[config.mk]
export PLATFORM = sky130hd
export DESIGN_NAME = mqfb_flags
export DESIGN_NICKNAME = d
export VERILOG_FILES = /design/src/include/mqfb_pkg.sv /design/src/mqfb_flags.sv
export SDC_FILE = /design/constraint.sdc
export NUM_CORES = 2
export LEC_CHECK = 0
export BUFFER_PORTS_ARGS = -buffer_cell sky130_fd_sc_hd__buf_2
export CELL_PAD_IN_SITES_DETAIL_PLACEMENT = 0
export CELL_PAD_IN_SITES_GLOBAL_PLACEMENT = 1
export CORE_AREA = 5 5 387 237
export CTS_CLUSTER_SIZE = 40
export DETAILED_ROUTE_END_ITERATION = 8
export DIE_AREA = 0 0 392 242
export HOLD_SLACK_MARGIN = 0.12
export PLACE_DENSITY_LB_ADDON = 0.1
export SYNTH_ARGS = -nofsm -noshare
export SYNTH_HDL_FRONTEND = slang
export SYNTH_SLANG_ARGS = --single-unit
[constraint.sdc]
create_clock -name clock -period 13 [get_ports clock]
set_clock_uncertainty 0.2 [all_clocks]
set_input_delay 2.6 -clock clock [delete_from_list [all_inputs] [get_ports clock]]
set_output_delay 2.6 -clock clock [all_outputs]
set_load 0.1 [all_outputs]
[src/include/mqfb_pkg.sv]
// Package of constants and carriers for the multi-queue flag boundary block
package mqfb_pkg;
  localparam int NQ = 8;
  localparam int QW = 3;
  localparam int DW = 16;
  localparam int CW = 18;
  // Width ratio modes
  localparam logic [1:0] MODE_18_18 = 2'h0;
  localparam logic [1:0] MODE_9_9 = 2'h1;
  localparam logic [1:0] MODE_18_9 = 2'h2;
  localparam logic [1:0] MODE_9_18 = 2'h3;
  // Default offsets picked by default_offset_select
  localparam logic [DW-1:0] DEF_OFFSET_LO = 16'h0008;
  localparam logic [DW-1:0] DEF_OFFSET_HI = 16'h0080;
  localparam logic [DW-1:0] DEPTH_RST = 16'h0800;
  localparam logic [1:0] MODE_RST = 2'h0;
  // Register byte offsets
  localparam logic [4:0] REG_CTRL = 5'h00;
  localparam logic [4:0] REG_DEPTH = 5'h04;
  localparam logic [4:0] REG_AE_OFS = 5'h08;
  localparam logic [4:0] REG_AF_OFS = 5'h0c;
  localparam logic [4:0] REG_FLAGS = 5'h10;
  localparam logic [4:0] REG_IRQ_ST = 5'h14;
  localparam logic [4:0] REG_IRQ_MASK = 5'h18;
  localparam logic [4:0] REG_FILL = 5'h1c;
  // Interrupt status bit positions
  localparam int IRQ_FULL = 0;
  localparam int IRQ_AFULL = 1;
  localparam int IRQ_EMPTY = 2;
  localparam int IRQ_W = 3;
  localparam logic [31:0] UNMAPPED_DATA = 32'h00000000;
  // Threshold kinds
  typedef enum logic [1:0] {
    MQFB_K_FULL = 2'b00,
    MQFB_K_AE = 2'b01,
    MQFB_K_AF = 2'b10,
    MQFB_K_OV = 2'b11
  } mqfb_kind_e;
  // Queue port carriers
  typedef struct packed {
    logic en;
    logic [QW-1:0] queue;
  } mqfb_port_s;
  typedef struct packed {
    logic output_valid_n;
    logic full_n;
    logic almost_empty_n;
    logic almost_full_n;
  } mqfb_flags_s;
endpackage : mqfb_pkg

[src/mqfb_flags.sv]
// Flag boundary and latency logic for an eight-queue flow-control buffer
// Overview of operation
// Output valid goes low one cycle after a write to the read queue.
// Output valid goes high on the very edge of the emptying read.
// Equal widths, both ports on queue: full after depth plus one writes.
// Full after depth writes: equal write-only, and 18-in 9-out always.
// 9-in 18-out: full after 2(depth+1) writes if both, else 2*depth.
// Full asserts on the write; releases one cycle after a read.
// Almost empty high after n+2, n+1, or 2(n+2) writes by width.
// Offsets default to 8 or 128 from the select pin at reset.
// Almost empty low two cycles after read, high one after write.
// Almost empty bus bit high after n+2 or n+1 writes, doubled 9-18.
// Almost empty bus bit low two cycles after read, high one after.
// Read queue switch may add one cycle to the empty bus bits.
// Almost full low after D+1-m, D-m or 2(D+1-m) writes.
// Almost full low two cycles after write, high one after read.
// Almost full bus bit low two cycles after write, high one after.
// Write queue switch may add one cycle to the full bus bits.
// Output valid after first write; 9-in 18-out only after second.
//
// Chosen here: register access over Avalon-MM and the placing of the registers.
`timescale 1ns/100ps
module mqfb_flags
  import mqfb_pkg::*;
(
  input wire logic clock, // 250 MHz system clock
  input wire logic rst, // Async reset, active high
  input wire logic [4:0] avs_address, // Register byte address
  input wire logic avs_read, // Read strobe
  input wire logic avs_write, // Write strobe
  input wire logic [31:0] avs_writedata, // Write data
  input wire logic [3:0] avs_byteenable, // Byte lanes
  output logic [31:0] avs_readdata, // Read data
  output logic avs_waitrequest, // Stall while answer is prepared
  input wire mqfb_port_s wr_port, // Write port: enable and queue
  input wire mqfb_port_s rd_port, // Read port: enable and queue
  input wire logic default_offset_select, // Pin, sampled after reset
  output mqfb_flags_s flags, // Active queue flags, active low
  output logic [NQ-1:0] almost_empty_bus, // Per-queue, low is almost empty
  output logic [NQ-1:0] almost_full_bus, // Per-queue, low is almost full
  output logic irq // Level interrupt
);

  // Counting model
  // Every queue keeps its fill in 9-bit units, so one counter serves all
  // four width modes: an 18-bit write adds two units, a 9-bit write one,
  // and reads take two or one the same way.
  // Thresholds are held in the same units. The extra word of the
  // both-ports arrangement stands for the word that already sits in the
  // output stage. It is remembered per queue when a write opens an empty
  // queue, since the read queue may move away afterwards.
  // 18-in 9-out never earns that extra word: half of the first wide word
  // fills the output stage and the other half stays queued.
  //
  // Edge map, k being the edge that takes a write or a read
  //   full_n          low at k after a write, high at k+1 after a read
  //   output_valid_n  low at k+1 after a write, high at k after a read
  //   almost_empty_n  high at k+1 after a write, low at k+2 after a read
  //   almost_full_n   low at k+2 after a write, high at k+1 after a read
  //   bus bits        follow the same map as their selected flags
  // The k+2 edges come from a delayed copy of the almost-empty and almost-full
  // states; that flag is the OR or AND of the copy and the live state.
  // Limitation: one clock stands in for both port clocks, so the skew
  // windows are always met and no optional cycle is ever added.
  // Limitation: depth and offsets are shared by all eight queues.
  // Hazard: a depth or offset written while queues hold data moves the
  // boundaries at once; flags may jump without any write or read.

  // Example, depth 16, offsets 8, mode 18/18 with both ports:
  //   full after 17 writes, 34 units
  //   almost empty high after 10 writes, 20 units
  //   almost full low after 9 writes, 18 units
  //   output valid after 1 write, 2 units
  // Mode 9/18, same settings: 34, 20, 18 and 2 writes of one unit each

  // Write-count threshold in halfword units for one flag kind
  function automatic logic [CW-1:0] thr_units(
    input logic [1:0] mode,
    input logic both,
    input mqfb_kind_e kind,
    input logic [DW-1:0] depth,
    input logic [DW-1:0] aeo,
    input logic [DW-1:0] afo
  );
    logic [CW-1:0] base;
    logic add;
    base = '0;
    add = both && (mode != MODE_18_9) && (kind != MQFB_K_OV);
    case (kind)
      MQFB_K_FULL: base = {2'h0, depth};
      MQFB_K_AE: base = {2'h0, aeo} + 18'h00001;
      MQFB_K_AF: base = (afo > depth) ? '0 : {2'h0, depth - afo};
      default: base = 18'h00001;
    endcase
    base = base + {17'h00000, add};
    // Doubling for narrow-in wide-out; halfword scaling for wide writes
    if (mode == MODE_9_18 || mode == MODE_18_18 || mode == MODE_18_9) begin
      base = {base[CW-2:0], 1'b0};
    end
    return base;
  endfunction : thr_units

  // Halfwords per write and per read
  function automatic logic [CW-1:0] wsz(input logic [1:0] mode);
    return (mode == MODE_18_18 || mode == MODE_18_9) ? 18'h00002 : 18'h00001;
  endfunction : wsz

  function automatic logic [CW-1:0] rsz(input logic [1:0] mode);
    return (mode == MODE_18_18 || mode == MODE_9_18) ? 18'h00002 : 18'h00001;
  endfunction : rsz

  // Pin synchroniser, kept out of reset so that it tracks the pin all
  // through reset and holds a settled value when reset is let go
  logic dsel_s1_r;
  logic dsel_s2_r;
  logic init_done_r;

  always_ff @(posedge clock) begin
    dsel_s1_r <= default_offset_select;
    dsel_s2_r <= dsel_s1_r;
  end

  // Configuration registers
  logic [1:0] mode_r;
  logic [DW-1:0] depth_r;
  logic [DW-1:0] ae_ofs_r;
  logic [DW-1:0] af_ofs_r;
  logic [IRQ_W-1:0] irq_st_r;
  logic [IRQ_W-1:0] irq_mask_r;
  logic ack_r;
  logic [31:0] rdata_r;

  // Bus decode: one wait state, then the access completes
  // Every access takes two edges: the first loads the answer and raises
  // the acknowledge, the second completes it. Fixed latency keeps the
  // master simple and gives the read mux a full cycle to settle.
  wire logic req = avs_read | avs_write;
  wire logic wr_acc = avs_write & ack_r;
  wire logic we_ctrl = wr_acc && avs_address == REG_CTRL &&
    avs_byteenable[0];
  wire logic we_depth = wr_acc && avs_address == REG_DEPTH;
  wire logic we_aeo = wr_acc && avs_address == REG_AE_OFS;
  wire logic we_afo = wr_acc && avs_address == REG_AF_OFS;
  wire logic we_ist = wr_acc && avs_address == REG_IRQ_ST &&
    avs_byteenable[0];
  wire logic we_msk = wr_acc && avs_address == REG_IRQ_MASK &&
    avs_byteenable[0];
  assign avs_waitrequest = req & ~ack_r;
  assign avs_readdata = rdata_r;

  // Queue fill state in halfword units
  logic [CW-1:0] cnt_r [NQ];
  logic [CW-1:0] cnt_nxt [NQ];
  logic [NQ-1:0] both_r;
  // Delayed boundary copies and registered bus bits
  logic [NQ-1:0] ae_d1_r;
  logic [NQ-1:0] af_d1_r;
  logic [NQ-1:0] ae_bus_r;
  logic [NQ-1:0] af_bus_r;

  wire logic [CW-1:0] wq_cnt = cnt_r[wr_port.queue];
  wire logic [CW-1:0] rq_cnt = cnt_r[rd_port.queue];
  wire logic wq_full = wq_cnt >= thr_units(mode_r, both_r[wr_port.queue],
    MQFB_K_FULL, depth_r, ae_ofs_r, af_ofs_r);
  // Writes at the full boundary and reads past empty are dropped
  wire logic wr_ok = wr_port.en & ~wq_full;
  wire logic rd_ok = rd_port.en & (rq_cnt >= rsz(mode_r));

  // Next fill count per queue
  always_comb begin
    for (int q = 0; q < NQ; q++) begin
      cnt_nxt[q] = cnt_r[q];
      if (wr_ok && wr_port.queue == QW'(q)) begin
        cnt_nxt[q] = cnt_nxt[q] + wsz(mode_r);
      end
      if (rd_ok && rd_port.queue == QW'(q)) begin
        cnt_nxt[q] = cnt_nxt[q] - rsz(mode_r);
      end
    end
  end

  // Per-queue raw boundary states, current and next
  logic [NQ-1:0] ae_now;
  logic [NQ-1:0] af_now;
  logic [NQ-1:0] full_nxt;
  logic [NQ-1:0] ov_now;
  logic [NQ-1:0] ov_nxt;

  always_comb begin
    for (int q = 0; q < NQ; q++) begin
      ae_now[q] = cnt_r[q] >= thr_units(mode_r, both_r[q], MQFB_K_AE,
        depth_r, ae_ofs_r, af_ofs_r);
      af_now[q] = cnt_r[q] >= thr_units(mode_r, both_r[q], MQFB_K_AF,
        depth_r, ae_ofs_r, af_ofs_r);
      full_nxt[q] = cnt_nxt[q] >= thr_units(mode_r, both_r[q], MQFB_K_FULL,
        depth_r, ae_ofs_r, af_ofs_r);
      ov_now[q] = cnt_r[q] >= thr_units(mode_r, both_r[q], MQFB_K_OV,
        depth_r, ae_ofs_r, af_ofs_r);
      ov_nxt[q] = cnt_nxt[q] >= thr_units(mode_r, both_r[q], MQFB_K_OV,
        depth_r, ae_ofs_r, af_ofs_r);
    end
  end

  wire logic [QW-1:0] wq = wr_port.queue;
  wire logic [QW-1:0] rq = rd_port.queue;
  // Full releases only after the stored count drops, one cycle after a read
  wire logic full_now_w = wq_cnt >= thr_units(mode_r, both_r[wq],
    MQFB_K_FULL, depth_r, ae_ofs_r, af_ofs_r);

  // Fill counters and first-word port arrangement
  always_ff @(posedge clock or posedge rst) begin
    if (rst) begin
      for (int q = 0; q < NQ; q++) cnt_r[q] <= '0;
      both_r <= '0;
    end else begin
      for (int q = 0; q < NQ; q++) begin
        cnt_r[q] <= cnt_nxt[q];
        if (wr_ok && wq == QW'(q) && cnt_r[q] == '0) begin
          both_r[q] <= (rq == wq);
        end
      end
    end
  end

  // Bus flags: the lagging stage stretches one edge of each flag
  always_ff @(posedge clock or posedge rst) begin
    if (rst) begin
      ae_d1_r <= '0;
      af_d1_r <= '0;
      ae_bus_r <= '0;
      af_bus_r <= '1;
    end else begin
      ae_d1_r <= ae_now;
      af_d1_r <= af_now;
      ae_bus_r <= ae_now | ae_d1_r;
      af_bus_r <= ~(af_now & af_d1_r);
    end
  end
  assign almost_empty_bus = ae_bus_r;
  assign almost_full_bus = af_bus_r;

  // Active queue flags for the selected queues
  mqfb_flags_s flags_r;

  always_ff @(posedge clock or posedge rst) begin
    if (rst) begin
      flags_r <= '{output_valid_n: 1'b1, full_n: 1'b1,
                   almost_empty_n: 1'b0, almost_full_n: 1'b1};
    end else begin
      // Valid looks ahead so that the emptying read clears it at once
      flags_r.output_valid_n <= ~(ov_now[rq] & ov_nxt[rq]);
      // Full looks ahead on a write and lags one edge on a read
      flags_r.full_n <= ~(full_nxt[wq] | full_now_w);
      flags_r.almost_empty_n <= ae_now[rq] | ae_d1_r[rq];
      flags_r.almost_full_n <= ~(af_now[wq] & af_d1_r[wq]);
    end
  end
  assign flags = flags_r;

  // Interrupt events on the active write and read queues
  // Each event is the flag's next value against its present value, so
  // it fires in the cycle before the flag moves and only once per edge
  wire logic ev_full = flags_r.full_n & ~(full_nxt[wq] | full_now_w);
  wire logic ev_afull = flags_r.almost_full_n & ~(af_now[wq] & af_d1_r[wq]);
  wire logic ev_empty = ~flags_r.output_valid_n & ~(ov_now[rq] & ov_nxt[rq]);
  wire logic [IRQ_W-1:0] ev_vec = {ev_empty, ev_afull, ev_full};
  wire logic [IRQ_W-1:0] ist_clr = we_ist ? avs_writedata[IRQ_W-1:0] : '0;
  assign irq = |(irq_st_r & irq_mask_r);

  // Registers; a new event wins over a same-cycle clear
  always_ff @(posedge clock or posedge rst) begin
    if (rst) begin
      mode_r <= MODE_RST;
      depth_r <= DEPTH_RST;
      ae_ofs_r <= DEF_OFFSET_LO;
      af_ofs_r <= DEF_OFFSET_LO;
      init_done_r <= 1'b0;
      irq_st_r <= '0;
      irq_mask_r <= '0;
    end else begin
      init_done_r <= 1'b1;
      irq_st_r <= (irq_st_r & ~ist_clr) | ev_vec;
      if (!init_done_r) begin
        ae_ofs_r <= dsel_s2_r ? DEF_OFFSET_HI : DEF_OFFSET_LO;
        af_ofs_r <= dsel_s2_r ? DEF_OFFSET_HI : DEF_OFFSET_LO;
      end else begin
        if (we_aeo) ae_ofs_r <= avs_writedata[DW-1:0];
        if (we_afo) af_ofs_r <= avs_writedata[DW-1:0];
      end
      if (we_ctrl) mode_r <= avs_writedata[1:0];
      if (we_depth) depth_r <= avs_writedata[DW-1:0];
      if (we_msk) irq_mask_r <= avs_writedata[IRQ_W-1:0];
    end
  end

  // Register map, byte offsets
  //   0x00 mode, 0 = 18/18, 1 = 9/9, 2 = 18 in 9 out, 3 = 9 in 18 out
  //   0x04 queue depth in words, shared by all queues
  //   0x08 almost-empty offset
  //   0x0c almost-full offset
  //   0x10 flags [3:0], empty bus [19:12], full bus [27:20]
  //   0x14 event status, write one to clear
  //        bit 0 full fell, bit 1 almost full fell, bit 2 valid rose
  //   0x18 event mask, same layout
  //   0x1c fill of the read queue in 9-bit units
  // Unmapped offsets read as zero and ignore writes.

  // Read mux
  logic [31:0] rmux;

  always_comb begin
    case (avs_address)
      REG_CTRL: rmux = {30'h0, mode_r};
      REG_DEPTH: rmux = {16'h0, depth_r};
      REG_AE_OFS: rmux = {16'h0, ae_ofs_r};
      REG_AF_OFS: rmux = {16'h0, af_ofs_r};
      REG_FLAGS: rmux = {4'h0, almost_full_bus, almost_empty_bus, 8'h00,
                         flags_r};
      REG_IRQ_ST: rmux = {29'h0, irq_st_r};
      REG_IRQ_MASK: rmux = {29'h0, irq_mask_r};
      REG_FILL: rmux = {14'h0, rq_cnt};
      default: rmux = UNMAPPED_DATA;
    endcase
  end

  // Answer handshake, read data ready when waitrequest falls
  // The acknowledge toggles off after each completion, so a request held
  // on straight away starts a fresh two-edge access
  always_ff @(posedge clock or posedge rst) begin
    if (rst) begin
      ack_r <= 1'b0;
      rdata_r <= '0;
    end else begin
      ack_r <= req & ~ack_r;
      if (avs_read && !ack_r) rdata_r <= rmux;
    end
  end

endmodule : mqfb_flags

# ---- Word-level counts from Yosys, hierarchy flattened
# Index checks and enable logic that the tools add are counted.
dict set report totals {
  reg_bits 280
  in_bits 54
  output_inout_bits 54
  elab_cells 313
}
dict set report classes {
  n_addsub 43
  n_lt_le_gt_ge 47
  n_eq_ne 27
  muxes 74
  n_bitwise 27
  reduce_logical 60
}
# operator count
set op_table {}
lappend op_table {{two-way mux 18 bit} 45}
lappend op_table {{>= comparator 18 bit} 42}
lappend op_table {{adder 16 x 1 -> 17 bit} 14}
lappend op_table {{one-hot mux 28 bit (8 select lines)} 1}
lappend op_table {{adder 18 x 1 -> 18 bit} 10}
lappend op_table {{logical NOT 18 bit} 8}
lappend op_table {{adder 18 bit} 7}
lappend op_table {{subtractor 18 bit} 7}
lappend op_table {{binary-select mux 18 bit (select 3 bit)} 2}
lappend op_table {{two-way mux 16 bit} 5}
lappend op_table {{logical AND 1 bit} 43}
lappend op_table {{binary-select mux 1 bit (select 3 bit)} 8}
lappend op_table {{equality test 3 bit, second input constant} 8}
lappend op_table {{equality test 5 bit, second input constant} 4}
lappend op_table {{adder 17 x 1 -> 18 bit} 1}
lappend op_table {{adder 18 x 2 -> 18 bit} 1}
lappend op_table {{subtractor 18 x 2 -> 18 bit} 1}
lappend op_table {{adder 16 x 1 -> 17 bit, second input constant} 1}
lappend op_table {{> comparator 16 bit} 1}
lappend op_table {{subtractor 16 bit} 1}
lappend op_table {{equality test 3 x 2 -> 1 bit, second input constant} 4}
lappend op_table {{equality test 5 x 4 -> 1 bit, second input constant} 2}
lappend op_table {{bitwise AND 1 bit} 9}
lappend op_table {{bitwise AND 8 bit} 1}
lappend op_table {{26 further kinds} 52}

# ---- Depth between registers and ports, before layout
dict set report logic_depth {
  word_depth 19
  ltp_mapped 50
  mapped_depth_nobuf 42
}

# ---- Least setup slack after synthesis
# OpenSTA, ideal clock, no wires.
dict set report synth_timing {
  kind {input port to flip-flop}
  start {input wr_port[1] (netlist bit)}
  end {register flags_r, in the netlist flags[2]}
  arrival_time_ps 11666
  required_ps 12738
  setup_slack_ps 1071
  stages 44
  path_cell_list {clkbuf_1 > clkbuf_1 > clkbuf_1 > mux4_2 > nand2_1 > a21oi_1 > ha_1 > nand2_1 > nor2_1 > and3_1 > clkbuf_1 > nand3_1 > xor2_1 > mux2_2 > ha_1 > a21oi_1 > o21ai_0 > nand2_1 > [... 8 more ...] > mux2i_1 > ha_1 > inv_1 > fa_1 > a211o_1 > a2111oi_0 > o211ai_1 > xor2_1 > ha_1 > a211o_1 > a211oi_1 > o31a_1 > o21ai_0 > a21oi_1 > a21boi_0 > o221a_2 > o22ai_1 > and3_1}
}
# item line_no
set synth_rtl {}
lappend synth_rtl {{start, declared} mqfb_flags.sv:35} ;# input wire mqfb_port_s wr_port,
lappend synth_rtl {{end signal, assigned} mqfb_flags.sv:247} ;# flags_r <= '{output_valid_n: 1'b1, full_n: 1'b1,
lappend synth_rtl {{end, declared} mqfb_flags.sv:243} ;# mqfb_flags_s flags_r;

==> flow_summary.toml <==
[outcome]
status = "finished clean"

[global_route]
grt_max_degree = 178
grt_remaining_overflow = 0
met1_usage = 0.647
grt_pass1_vias = 40800
grt_pass1_wl_mm = 303
grt_most_used_layer = "met1"
grt_use_total = 0.438
grt_use_met3 = 0.217
use_met2 = 0.537
antenna_found_initial = 21

[synth]
ys_warn_count = 0
yosysSeqAreaShare = 0.159
yosys.area.top_type = "ha_1"
synth_area_leaders = "ha_1, dfrtp_1, mux2i_1"
synth_area_per_cell_um2 = 7.98
synth_edf_count = 0
netlist_area_mm2 = 0.0434
synth.top_cell.area_share = 0.167
ys_types = 104
netlist_instances = 5441
ys_async_sr_fraction = 0.993
synth_ff_type = "dfrtp_1"
ys_seq_elements = 276

[hold_path]
hold_depth = 0
hold_path_class = "register to register"
worstHoldStart = "dsel_s1_r"
min_to = "dsel_s2_r"

[timing]
layout_min_cycle_time_ns = 11.88
finalSetupViolCount = 0
finalSetupTns_ns = 0
rsz0062_at_grt = "false"
finalHoldViolCount = 0
drv_slew = 0
fmax_mhz = 84.2
slew-limit-headroom = 0.160
post-route-period-util = 0.914
worst_pin_slew_ns = 1.26

[routing]
wire_per_inst_um = 32.3
via_per_inst = 6.80
remaining_drc_errors = 0
ant_nets = 0
num_vias = 45400
routed_wirelength_mm = 216
dr.pass1.iters = 9
first_iter_violations = 7175

[cells_and_area]
layout_commonest_cell = "nand2_1"
final-seq-area_mm2 = 0.00691
final_net_count = 6112
final_cell_mix = "nand2_1, ha_1, nor2_1, o21ai_0, xnor2_1"
drive_above_1_share = 0.109
finalNonFillerCells = 6674
multi_input_area_mm2 = 0.0348
syn_to_final_growth_pct = 8.63
fillers = 8574

[clocking]
cts.sinks = 276
cts_setup_buffers = 0
cts_resized = 0
cts_tree = "built"
cts.clk_slew.worst_paths_ns = 0.07
insertion_delay_ns = 0.62
htreeDepth = 2
cts-root-buf = "clkbuf_16"
hold_buffers = 0
numCtsBuffers = 35
cts_buffer_depth = 3

[worst_setup_path]
crit_type = "primary input to register"
cpLargestDelayFamily = "compound AO/OA/AOI/OAI gates"
r2r_start = "depth_r[11]"
regToRegEndpoint = "flags[2]"
crit_required_ns = 13.37
timing.critical_path.buf_inv = 4
rr_worst_depth = 35
reg2reg_setup_slack_ns = 2.37
critPathMaxStageDelay_ns = 0.59
start_kind = "primary input"
cp.depth = 39
worstPathMaxFanout = 25
endpoint_kind = "register"
cpMaxStageDelayCell = "a21boi_1"
cpMostUsedCell = "ha_1"
critPathArrivalTime_ns = 12.25

[floorplan]
die_h_um = 242
rows = 85
core_area_mm2 = 0.0883
num_io_pins = 108
start_util = 0.492
die-area_mm2 = 0.0949
chipWidth_um = 392

[power]
p_per_area_mw_per_mm2 = 184
leakagePower_nw = 20.6
max-vdd-ir-drop_uv = 156

[job]
maxCapViolations = 0

[placement]
dp_hpwl_mm = 167
placed_cells = 6600
gp_congestion = 1.07
numPortBuffers = 84
[final cells by class]
| type | instances | area share |
|---|---|---|
| antenna | 10 | 0.000531 |
| multi-input combinational | 4699 | 0.738 |
| timing repair buffer | 319 | 0.0469 |
| inverter | 132 | 0.0108 |
| sequential | 276 | 0.147 |
| clock inverter | 16 | 0.00520 |
| tap | 1174 | 0.0312 |
| clock buffer | 48 | 0.0211 |
[metal layers]
metal,share of wire,wire (um)
met3,0.18,38400
met1,0.43,93100
met2,0.35,75100
met4,0.040,8660
met5,0.0024,512
[power by group]
group / total [mW] / internal [mW] / switching, mW
Sequential: 1.44 / 1.07 / 0.371
Combinational: 6.11 / 2.09 / 4.02
Clock: 1.12 / 0.626 / 0.493
Total: 8.66 / 3.78 / 4.88
[cell usage after synthesis (all sizes together), types with 27 or more instances]
| master | instances |
|---|---|
| nand2 | 595 |
| ha | 578 |
| nor2 | 423 |
| o21ai | 298 |
| xnor2 | 287 |
| xor2 | 272 |
| a21oi | 265 |
| dfrtp | 260 |
| mux2i | 258 |
| clkbuf | 256 |
| nand3 | 196 |
| nor3 | 172 |
| a21o | 135 |
| inv | 132 |
| nand4 | 85 |
| buf | 81 |
| nand2b | 77 |
| nor4 | 77 |
| mux4 | 71 |
| mux2 | 68 |
| and2 | 66 |
| nor2b | 61 |
| or3 | 56 |
| o21a | 53 |
| and3 | 50 |
| or4 | 42 |
| a31oi | 39 |
| a211oi | 35 |
| a22o | 29 |
| or2 | 29 |
| o211ai | 27 |
[per-stage QoR]
| stage | util | total power [mW] | hold slack [ns] | setup WS, ns | area (um2) |
|---|---|---|---|---|---|
| after global routing | 0.534 | 9.04 | 0.134 | 0.809 | 47100 |
| after CTS | 0.534 | 8.31 | 0.128 | 1.58 | 47100 |
| final | 0.534 | 8.66 | 0.128 | 1.12 | 47100 |
| after detailed placement | 0.520 | 7.16 | 0.114 | 0.979 | 45900 |
| after global placement | 0.520 | 7.10 | 0.113 | 1.05 | 45900 |
| after floorplan | - | 4.97 | 0.110 | 1.07 | 43400 |
[cell families after synthesis]
family                   after synthesis  share of synthesized area
adder cells (fa/ha/maj)              596                      0.175
buffers and inverters                469                     0.0421
flip-flops                           276                      0.159
multiplexers                         397                      0.114
AND/OR/NAND/NOR                     2009                      0.226
AO/OA/AOI/OAI                       1133                      0.171
other                                  2                   0.000173
XOR/XNOR                             559                      0.113
[sequential cells by signal (all words and copies together), names as in the netlist, 4 cells and up]
register          cells
depth_r              16
af_d1_r               8
ae_ofs_r             16
cnt_r               144
flags                 4
almost_full_bus       8
almost_empty_bus      8
both_r                8
af_ofs_r             16
ae_d1_r               8
avs_readdata         28
[worst max path at each step]
| stage | from | to | slack [ns] |
|---|---|---|---|
| CTS | wr_port[0] | flags[2] | 1.58 |
| global placement | wr_port[0] | flags[2] | 1.05 |
| detailed placement | wr_port[0] | flags[2] | 0.98 |
| floorplan | wr_port[1] | flags[2] | 1.07 |
| global route | wr_port[2] | flags[2] | 0.81 |
| finish | wr_port[2] | flags[2] | 1.12 |
Power figures use the tool's default switching activity.
